### config.mk
export PLATFORM = sky130hd
export DESIGN_NAME = lrp_receive_path
export DESIGN_NICKNAME = d
export VERILOG_FILES = /design/src/pkg/lrp_pkg.sv /design/src/logic/lrp_receive_path.sv
export SDC_FILE = /design/constraint.sdc
export NUM_CORES = 1
export LEC_CHECK = 0
export BUFFER_PORTS_ARGS = -buffer_cell sky130_fd_sc_hd__buf_2
export CORE_AREA = 4 4 119 121
export DETAILED_ROUTE_END_ITERATION = 16
export DIE_AREA = 0 0 123 125
export HOLD_SLACK_MARGIN = 0.1
export PLACE_DENSITY = 0.79
export SETUP_SLACK_MARGIN = 0.3
export SYNTH_ARGS = -nofsm -noshare
export SYNTH_HDL_FRONTEND = slang
export SYNTH_SLANG_ARGS = --single-unit
### constraint.sdc
create_clock -name ref_clk -period 2.1 [get_ports ref_clk]
set_input_delay 0.21 -clock ref_clk [delete_from_list [all_inputs] [get_ports ref_clk]]
set_output_delay 0.21 -clock ref_clk [all_outputs]
set_load 0.005 [all_outputs]
### src/pkg/lrp_pkg.sv
// Purpose: constants and types for the receive path control block
// Assumes: 10 MHz ref_clk, 8-bit register port
// Notes: offsets are byte addresses on the plain register port
package lrp_pkg;
    localparam logic [7:0] ADDR_RX_CFG0 = 8'h07;
    localparam logic [7:0] ADDR_RX_CFG1 = 8'h08;
    localparam logic [7:0] ADDR_RX_CFG2 = 8'h09;
    localparam logic [7:0] ADDR_INT_EDGE = 8'h13;
    localparam logic [7:0] ADDR_STATUS0 = 8'h14;
    localparam logic [7:0] ADDR_STATUS1 = 8'h15;
    localparam logic [7:0] ADDR_INT_STATUS0 = 8'h16;
    localparam logic [7:0] ADDR_TERM = 8'h1a;
    localparam logic [7:0] ADDR_GLOBAL_CFG1 = 8'h60;
    // field positions
    localparam int F_PWRDN = 0;
    localparam int F_INV = 1;
    localparam int F_EDGE = 2;
    localparam int F_MODE = 4;
    localparam int F_EQ_EN = 0;
    localparam int F_SLICER_THRESHOLD_SEL = 0;
    localparam int F_WIN = 2;
    localparam int F_GAIN = 4;
    localparam int F_EDGE_SEL = 0;
    localparam int F_IRQ_MASK = 1;
    localparam int F_OOR = 0;
    localparam int F_FLAG = 0;
    localparam int F_RTERM = 3;
    localparam int F_MON = 0;
    localparam int F_E1 = 4;
    // reset values
    localparam logic [7:0] RST_RX_CFG0 = 8'h00;
    localparam logic [7:0] RST_RX_CFG1 = 8'h01;
    localparam logic [7:0] RST_RX_CFG2 = 8'h08;
    localparam logic [7:0] RST_INT_EDGE = 8'h00;
    localparam logic [7:0] RST_TERM = 8'h00;
    localparam logic [7:0] RST_GLOBAL_CFG1 = 8'h10;
    // receive modes
    localparam logic [1:0] MODE_SUBST = 2'h0;
    localparam logic [1:0] MODE_AMI = 2'h1;
    localparam logic [1:0] MODE_DUAL = 2'h2;
    localparam logic [1:0] MODE_BYPASS = 2'h3;
    // timing
    localparam longint REF_CLK_HZ = 64'd10000000;
    localparam longint E1_RATE_HZ = 64'd2048000;
    localparam longint T1_RATE_HZ = 64'd1544000;
    localparam longint NCO_SPAN = 64'd65536;
    localparam logic [15:0] NCO_INC_E1 =
        16'((E1_RATE_HZ * NCO_SPAN) / REF_CLK_HZ);
    localparam logic [15:0] NCO_INC_T1 =
        16'((T1_RATE_HZ * NCO_SPAN) / REF_CLK_HZ);
    localparam logic [15:0] NCO_ALIGN = 16'h4000;
    localparam logic [7:0] WIN_BASE = 8'h20;
    typedef struct packed {
        logic pos;
        logic neg;
    } lrp_rail_type;
endpackage

### src/logic/lrp_receive_path.sv
// Purpose: receive path control, recovery, decoding and output of a channel
// Assumes: sliced marks and peak level arrive synchronous to ref_clk
// Notes: recovered clock is an NCO, so its edges sit on ref_clk edges
//
// The plain strobed port was chosen for this implementation.
`timescale 1ns/1ps
`default_nettype none
module lrp_receive_path #(
    parameter int NCH = 8
) (
    // clock and reset
    input wire logic ref_clk,
    input wire logic reset_n,
    // register port
    input wire logic [7:0] reg_addr,
    input wire logic [7:0] reg_wdata,
    input wire logic reg_write,
    input wire logic reg_read,
    output logic [7:0] reg_rdata,
    // line side
    input wire lrp_pkg::lrp_rail_type slicer_in,
    input wire logic [7:0] amp_peak,
    input wire logic los_detect,
    input wire lrp_pkg::lrp_rail_type [NCH-1:1] mon_rx,
    input wire lrp_pkg::lrp_rail_type [NCH-1:1] mon_tx,
    input wire logic remote_loopback,
    // analog controls
    output logic term_enable,
    output logic [1:0] term_sel,
    output logic [1:0] monitor_gain_sel,
    output logic [1:0] slicer_threshold_sel,
    output logic equalizer_enable,
    // system side
    output logic rx_clock_out,
    output logic rx_data_pos,
    output logic rx_data_neg,
    output logic signal_loss_out,
    output logic equalizer_irq_flag,
    // channel 1 transmit pair in loopback
    output lrp_pkg::lrp_rail_type line_tx_pair_ch1,
    output logic line_tx_drive
);
    import lrp_pkg::*;

    logic [7:0] rx_cfg0, rx_cfg1, rx_cfg2, int_edge, term, gcfg1;
    logic [1:0] rx_mode_sel;
    logic rx_data_invert, clk_edge_sel, power_down, e1_mode;
    logic equalizer_edge_sel, irq_mask;
    logic [3:0] monitor_channel_sel;
    logic [2:0] mon_ch;
    logic mon_on, mon_q;
    lrp_rail_type next_src, src_q;
    logic mark_q, mark_d, pulse_in;
    logic [15:0] phase, nco_inc;
    logic ph_d, rise_ev, fall_ev, upd_ev;
    logic pos_seen, neg_seen, sym_pos, sym_neg;
    logic [7:0] sh_p, sh_n, sh_cv;
    logic [7:0] next_p, next_n, next_cv, w_m, clr;
    logic last_pol, have_mark, new_m, viol;
    logic hdb3, b8zs, exempt, subst;
    logic [7:0] win_cnt, peak, pk;
    logic win_end;
    logic [4:0] cable_atten_level;
    logic equalizer_out_of_range, eqs_d, eq_event, clr_read;

    assign rx_mode_sel = rx_cfg0[F_MODE +: 2];
    assign rx_data_invert = rx_cfg0[F_INV];
    assign clk_edge_sel = rx_cfg0[F_EDGE];
    assign power_down = rx_cfg0[F_PWRDN];
    assign e1_mode = gcfg1[F_E1];
    assign equalizer_edge_sel = int_edge[F_EDGE_SEL];
    assign irq_mask = int_edge[F_IRQ_MASK];
    assign monitor_channel_sel = gcfg1[F_MON +: 4];
    assign mon_ch = monitor_channel_sel[2:0];

    function automatic logic [7:0] win_limit(input logic [1:0] sel);
        win_limit = 8'((WIN_BASE << sel) - 8'h01);
    endfunction

    // register writes; read-only offsets ignore writes
    always_ff @(posedge ref_clk) begin
        if (!reset_n) begin
            rx_cfg0 <= RST_RX_CFG0;
            rx_cfg1 <= RST_RX_CFG1;
            rx_cfg2 <= RST_RX_CFG2;
            int_edge <= RST_INT_EDGE;
            term <= RST_TERM;
            gcfg1 <= RST_GLOBAL_CFG1;
        end else if (reg_write) begin
            case (reg_addr)
                ADDR_RX_CFG0: rx_cfg0 <= reg_wdata;
                ADDR_RX_CFG1: rx_cfg1 <= reg_wdata;
                ADDR_RX_CFG2: rx_cfg2 <= reg_wdata;
                ADDR_INT_EDGE: int_edge <= reg_wdata;
                ADDR_TERM: term <= reg_wdata;
                ADDR_GLOBAL_CFG1: gcfg1 <= reg_wdata;
                default: ;
            endcase
        end
    end

    // read data one cycle after the strobe; unmapped reads as zero
    always_ff @(posedge ref_clk) begin
        if (!reset_n) begin
            reg_rdata <= 8'h00;
        end else if (reg_read) begin
            case (reg_addr)
                ADDR_RX_CFG0: reg_rdata <= rx_cfg0;
                ADDR_RX_CFG1: reg_rdata <= rx_cfg1;
                ADDR_RX_CFG2: reg_rdata <= rx_cfg2;
                ADDR_INT_EDGE: reg_rdata <= int_edge;
                ADDR_STATUS0: reg_rdata <= {7'h00, equalizer_out_of_range};
                ADDR_STATUS1: reg_rdata <= {3'h0, cable_atten_level};
                ADDR_INT_STATUS0: reg_rdata <= {7'h00, equalizer_irq_flag};
                ADDR_TERM: reg_rdata <= term;
                ADDR_GLOBAL_CFG1: reg_rdata <= gcfg1;
                default: reg_rdata <= 8'h00;
            endcase
        end
    end

    // analog controls follow their fields
    always_ff @(posedge ref_clk) begin
        if (!reset_n) begin
            term_enable <= 1'b0;
            term_sel <= 2'h0;
            monitor_gain_sel <= 2'h0;
            slicer_threshold_sel <= 2'h0;
            equalizer_enable <= 1'b0;
        end else begin
            term_enable <= !term[F_RTERM + 2];
            term_sel <= term[F_RTERM +: 2];
            monitor_gain_sel <= rx_cfg2[F_GAIN +: 2];
            slicer_threshold_sel <= rx_cfg2[F_SLICER_THRESHOLD_SEL +: 2];
            equalizer_enable <= rx_cfg1[F_EQ_EN];
        end
    end

    // source select: own slicer or another channel's line
    always_comb begin
        next_src = slicer_in;
        mon_on = 1'b0;
        if (mon_ch != 3'h0 && int'(mon_ch) < NCH) begin
            mon_on = 1'b1;
            next_src = monitor_channel_sel[3] ? mon_tx[mon_ch]
                                              : mon_rx[mon_ch];
        end
    end

    always_ff @(posedge ref_clk) begin
        if (!reset_n) begin
            src_q <= '0;
            mon_q <= 1'b0;
            mark_d <= 1'b0;
        end else begin
            src_q <= next_src;
            mon_q <= mon_on;
            mark_d <= mark_q;
        end
    end

    assign mark_q = src_q.pos | src_q.neg;
    assign pulse_in = mark_q && !mark_d;
    assign nco_inc = e1_mode ? NCO_INC_E1 : NCO_INC_T1;

    // nco snaps to each pulse; with no pulses it free-runs at line rate
    always_ff @(posedge ref_clk) begin
        if (!reset_n) begin
            phase <= 16'h0000;
            ph_d <= 1'b0;
        end else begin
            phase <= pulse_in ? NCO_ALIGN : 16'(phase + nco_inc);
            ph_d <= phase[15];
        end
    end

    assign rise_ev = phase[15] && !ph_d;
    assign fall_ev = !phase[15] && ph_d;
    assign upd_ev = clk_edge_sel ? fall_ev : rise_ev;

    // marks are narrow, so hold them until the symbol strobe
    always_ff @(posedge ref_clk) begin
        if (!reset_n) begin
            pos_seen <= 1'b0;
            neg_seen <= 1'b0;
        end else if (rise_ev) begin
            pos_seen <= 1'b0;
            neg_seen <= 1'b0;
        end else begin
            pos_seen <= pos_seen | src_q.pos;
            neg_seen <= neg_seen | src_q.neg;
        end
    end

    assign sym_pos = pos_seen | src_q.pos;
    assign sym_neg = (neg_seen | src_q.neg) & !sym_pos;
    assign new_m = sym_pos | sym_neg;
    assign viol = new_m && have_mark && (sym_pos == last_pol);

    // eight-symbol window: every mode except bypass sees the same latency
    always_comb begin
        next_p = {sh_p[6:0], sym_pos};
        next_n = {sh_n[6:0], sym_neg};
        w_m = next_p | next_n;
        hdb3 = e1_mode && viol && !w_m[1] && !w_m[2]
               && (!w_m[3] || next_p[3] == sym_pos);
        b8zs = !e1_mode && w_m[0] && w_m[1] && w_m[3] && w_m[4]
               && !w_m[2] && !w_m[5] && !w_m[6] && !w_m[7]
               && (next_p[4] != next_p[3]) && (next_p[1] == next_p[3])
               && (next_p[0] != next_p[1]);
        // outside AMI mode, violations that may open a substitution are not errors
        exempt = e1_mode ? hdb3
                 : ((!w_m[1] && !w_m[2] && !w_m[3])
                    || (!w_m[1] && w_m[2] && w_m[3]));
        subst = (rx_mode_sel == MODE_SUBST) && (hdb3 || b8zs);
        clr = 8'h00;
        if (subst) begin
            clr = b8zs ? 8'hff : 8'h0f;
        end
        next_cv = {sh_cv[6:0],
                   viol && ((rx_mode_sel == MODE_AMI) || !exempt)};
        next_p = next_p & ~clr;
        next_n = next_n & ~clr;
        next_cv = next_cv & ~clr;
    end

    always_ff @(posedge ref_clk) begin
        if (!reset_n) begin
            sh_p <= 8'h00;
            sh_n <= 8'h00;
            sh_cv <= 8'h00;
            last_pol <= 1'b0;
            have_mark <= 1'b0;
        end else if (rise_ev) begin
            sh_p <= next_p;
            sh_n <= next_n;
            sh_cv <= next_cv;
            if (new_m) begin
                last_pol <= sym_pos;
                have_mark <= 1'b1;
            end
        end
    end

    // system side outputs
    always_ff @(posedge ref_clk) begin
        if (!reset_n) begin
            rx_clock_out <= 1'b0;
            rx_data_pos <= 1'b0;
            rx_data_neg <= 1'b0;
            signal_loss_out <= 1'b0;
        end else if (power_down) begin
            rx_clock_out <= 1'b0;
            rx_data_pos <= 1'b0;
            rx_data_neg <= 1'b0;
            signal_loss_out <= 1'b0;
        end else begin
            signal_loss_out <= los_detect;
            if (rx_mode_sel == MODE_BYPASS) begin
                rx_clock_out <= src_q.pos ^ src_q.neg;
                rx_data_pos <= src_q.pos ^ rx_data_invert;
                rx_data_neg <= src_q.neg ^ rx_data_invert;
            end else begin
                rx_clock_out <= phase[15];
                if (upd_ev) begin
                    if (rx_mode_sel[1]) begin
                        rx_data_pos <= sh_p[7] ^ rx_data_invert;
                        rx_data_neg <= sh_n[7] ^ rx_data_invert;
                    end else begin
                        rx_data_pos <= (sh_p[7] | sh_n[7]) ^ rx_data_invert;
                        rx_data_neg <= sh_cv[7] ^ rx_data_invert;
                    end
                end
            end
        end
    end

    // monitored data onto the channel 1 transmit pair
    always_ff @(posedge ref_clk) begin
        if (!reset_n) begin
            line_tx_drive <= 1'b0;
            line_tx_pair_ch1 <= '0;
        end else begin
            line_tx_drive <= mon_q && remote_loopback;
            line_tx_pair_ch1 <= (mon_q && remote_loopback) ? src_q : '0;
        end
    end

    // observation window counted in recovered symbols
    assign win_end = rise_ev && (win_cnt >= win_limit(rx_cfg2[F_WIN +: 2]));
    assign pk = (amp_peak > peak) ? amp_peak : peak;

    always_ff @(posedge ref_clk) begin
        if (!reset_n) begin
            win_cnt <= 8'h00;
            peak <= 8'h00;
            cable_atten_level <= 5'h00;
            equalizer_out_of_range <= 1'b0;
        end else if (win_end) begin
            win_cnt <= 8'h00;
            peak <= 8'h00;
            cable_atten_level <= ~pk[7:3];
            // a bypassed equalizer is never out of range
            equalizer_out_of_range <= rx_cfg1[F_EQ_EN]
                                      && (pk[7:3] == 5'h00);
        end else if (rise_ev) begin
            win_cnt <= 8'(win_cnt + 8'h01);
            peak <= pk;
        end
    end

    // status change event against last cycle's copy
    assign eq_event = equalizer_edge_sel
                      ? (equalizer_out_of_range != eqs_d)
                      : (equalizer_out_of_range && !eqs_d);
    assign clr_read = reg_read && (reg_addr == ADDR_INT_STATUS0);

    always_ff @(posedge ref_clk) begin
        if (!reset_n) begin
            eqs_d <= 1'b0;
            equalizer_irq_flag <= 1'b0;
        end else begin
            eqs_d <= equalizer_out_of_range;
            // a new event beats the clearing read
            if (eq_event && !irq_mask) begin
                equalizer_irq_flag <= 1'b1;
            end else if (clr_read) begin
                equalizer_irq_flag <= 1'b0;
            end
        end
    end
endmodule
`default_nettype wire

==> results.py <==
metrics = {
    "synthesis": {
        "netlist_instances": 769,
        "yosys.cell_types.count": 74,
        "synthesis.nets": 853,
        "ys_async_sr_fraction_pct": 0,
        "yosys_most_used_dff": "dfxtp_1",
        "synth_seq_cells": 144,
        "yosys_warnings": 0,
        "ys_seq_area_share_pct": 42.2,
        "synth-edff-count": 0,
        "synth_area_mm2": 0.00684,
        "syn_area_per_cell_um2": 8.89,
    },
    "power_and_ir_drop": {
        "ir_worst_vdd_uv": 561,
        "p_per_area_mw_per_mm2": 726,
        "leakagePower_nw": 3.46,
        "power_mw": 6.39,
    },
    "drt": {
        "ant_nets": 0,
        "via_per_inst": 5.66,
        "dr.pass1.iters": 6,
        "wl_per_cell_um": 16.3,
        "remaining_drc_errors": 0,
        "routed-via-count": 6099,
        "wirelength_mm": 17.5,
        "drt_iter0_markers": 551,
    },
    "grt": {
        "grt_overflow": 0,
        "antenna_found_initial": 0,
        "grt_pass1_wl_mm": 27.8,
        "grt_max_degree": 55,
        "use_met2_pct": 36.5,
        "grt_pass1_vias": 5841,
        "use_met1_pct": 28.3,
        "top_usage_layer": "met2",
        "grt_use_total_pct": 22.4,
        "grtUsageMet3_pct": 6.01,
    },
    "finish": {
        "nNetsFinal": 977,
        "layout.cells.non_filler": 1078,
        "drive_above_1_share_pct": 27.9,
        "syn2layout_area_growth_pct": 28.6,
        "max_flop_register": "phase",
        "n_antenna_cell": 0,
        "largest_register_ffs": 16,
        "postLayoutCellArea_mm2": 0.00880,
    },
    "sta": {
        "worst_slack_ns": 0.0813,
        "finalCritPeriodShare_pct": 96.1,
        "fmax_mhz": 495,
        "fin_worst_skew_ns": 0.0104,
        "setup_viol": 0,
        "relSlewSlack_pct": 60.5,
        "slew_violations": 0,
        "period_needed_ns": 2.02,
        "setup_tns_ns": 0,
        "finalHoldViolCount": 0,
        "rsz0062_at_grt": "true",
        "max_slew.worst_pin.slew_ns": 0.592,
    },
    "floorplan": {
        "row_count": 42,
        "ioPinCount": 84,
        "fp.dieH_um": 125,
        "dieArea_mm2": 0.0154,
        "core_area_mm2": 0.0131,
        "die_w_um": 123,
        "start_util_pct": 52.3,
    },
    "place": {
        "dp_cells": 1018,
        "post-place-ws_ns": 0.104,
        "port_buffers": 83,
        "dp_hpwl_mm": 11.5,
        "place_congestion": 0.901,
        "place_area_mm2": 0.00768,
    },
    "setup_path": {
        "arrival_ns": 2.34,
        "path_max_fanout": 4,
        "critPathKind": "reg2reg",
        "cp-end-kind": "register",
        "critPathLaunchType": "register",
        "required_ns": 2.42,
    },
    "run_status": {
        "status": "completed",
    },
    "clock_tree": {
        "clockBufferDepth": 2,
        "numClockSinks": 144,
        "clock_latency_ns": 0.42,
        "root_buffer": "clkbuf_16",
        "numCtsBuffers": 17,
        "cts.clk_slew.worst_paths_ns": 0.06,
        "h-tree-depth": 4,
        "cts_tree": "done",
    },
    "flow_run": {
        "cap_violations": 0,
    },
    "worst_hold_path": {
        "hp-class": "in2reg",
    },
}
[layer usage]
layer | part of all wire (%) | wire length, µm
met4 | 2.4 | 413
met2 | 49 | 8620
met3 | 5.5 | 962
met1 | 43 | 7540
met5 | 0 | 0
[metrics by stage]
stage | hold slack (ns) | util [%]
4_1_cts | 0.100 | 65.5
3_5_place_dp | 0.433 | 58.7
3_3_place_gp | 0.430 | 58.7
6_report | 0.119 | 67.2
2_1_floorplan | 0.322 | -
5_1_grt | 0.113 | 67.2
[placed cells by master (no fill, tap or decap), types with 4 or more instances in the layout]
master         Yosys  layout
dfxtp_1          144     132
nand2_1          103     102
buf_2             12      83
nor2_1            59      52
nand3_1           49      49
buf_4              0      49
a21boi_0          42      42
mux2i_1           28      26
a22o_1            23      23
nor2b_1           22      20
a21oi_1           20      18
inv_1             20      17
clkbuf_16          0      17
xor2_1            14      14
o21ai_0           20      14
and2_1            13      13
ha_1              23      11
ha_4               0      11
a22oi_1           10      10
dfxtp_2            0      10
o21ai_1            8       9
xnor2_1            7       7
buf_6              1       7
dlygate4sd3_1      0       7
nor2_2             0       6
and3_1             6       6
a21boi_1           6       6
nand3b_1           6       6
a211oi_1           9       6
o21ai_2            1       5
nor3_1             6       5
nand4_1            5       5
o211ai_1           5       5
nand2b_1           5       4
nor2b_4            0       4
nor4_1             5       4
mux4_2             4       4
clkbuf_8           0       4
[cells in the mapped netlist (5+ instances only)]
library cell  instances  area (µm²)
a211oi_1              9        67.6
a21boi_0             42         315
a21boi_1              6        45.0
a21oi_1              20         100
a22o_1               23         201
a22oi_1              10        75.1
and2_1               13        81.3
and3_1                6        37.5
buf_2                12        60.1
clkbuf_1             30         113
dfxtp_1             144        2880
ha_1                 23         288
inv_1                20        75.1
mux2i_1              28         280
nand2_1             103         387
nand2b_1              5        31.3
nand3_1              49         245
nand3b_1              6        45.0
nand4_1               5        31.3
nor2_1               59         221
nor2b_1              22         138
nor3_1                6        30.0
nor4_1                5        31.3
o211ai_1              5        37.5
o21ai_0              20         100
o21ai_1               8        40.0
xnor2_1               7        61.3
xor2_1               14         123
[worst max-delay path, stage by stage (launching register included)]
cell	delay, ns
dfxtp_2	0.36
inv_1	0.08
ha_4	0.28
nand4_1	0.12
nor2_2	0.18
buf_4	0.14
a21oi_2	0.05
nor2_4	0.16
mux2_4	0.31
o41ai_2	0.25
[power breakdown]
group / leakage, nW / internal, mW / switching (mW)
logic: 2.02 / 0.360 / 0.394
registers: 1.17 / 2.79 / 0.0464
clock network: 0.266 / 1.72 / 1.08
total: 3.46 / 4.87 / 1.52
[path summary, 6_finish.rpt]
kind / startpoint / endpoint / slack [ns] / cells after the start
worst max-delay path: peak[3] / equalizer_out_of_range / 0.08 / 9
worst min-delay path: reg_wdata[6] / rx_cfg1[6] / 0.12 / 3
worst max register to register: peak[3] / equalizer_out_of_range / 0.08 / 9
worst min register to register: reg_rdata[6] / reg_rdata[6] / 0.44 / 2
[logic make-up after synthesis]
| kind of cell | synth area share, % |
|---|---|
| AND/OR/NAND/NOR | 21.2 |
| AO/OA/AOI/OAI | 19.8 |
| flip-flops | 42.2 |
| buffers and inverters | 3.86 |
| multiplexers | 5.74 |
| adder cells (fa/ha/maj) | 4.50 |
| XOR/XNOR | 2.69 |
[timing repair]
item	CTS	global route
gates resized for setup	33	35
pin swaps	17	27
hold buffers	7	0
endpoints found under the setup margin	38	48
cloned	1	1
setup buffers	14	9
hold endpoints to repair	7	0
[final cells by class]
class                      instances  area, µm²
fill                            1012       4290
multi-input combinational        562       4070
sequential                       144       2900
timing repair buffer             148        972
clock buffer                      22        484
tap                              176        220
inverter                          20       82.6
clock inverter                     6       60.1
Note: power is estimated with default switching activity, not from simulation.
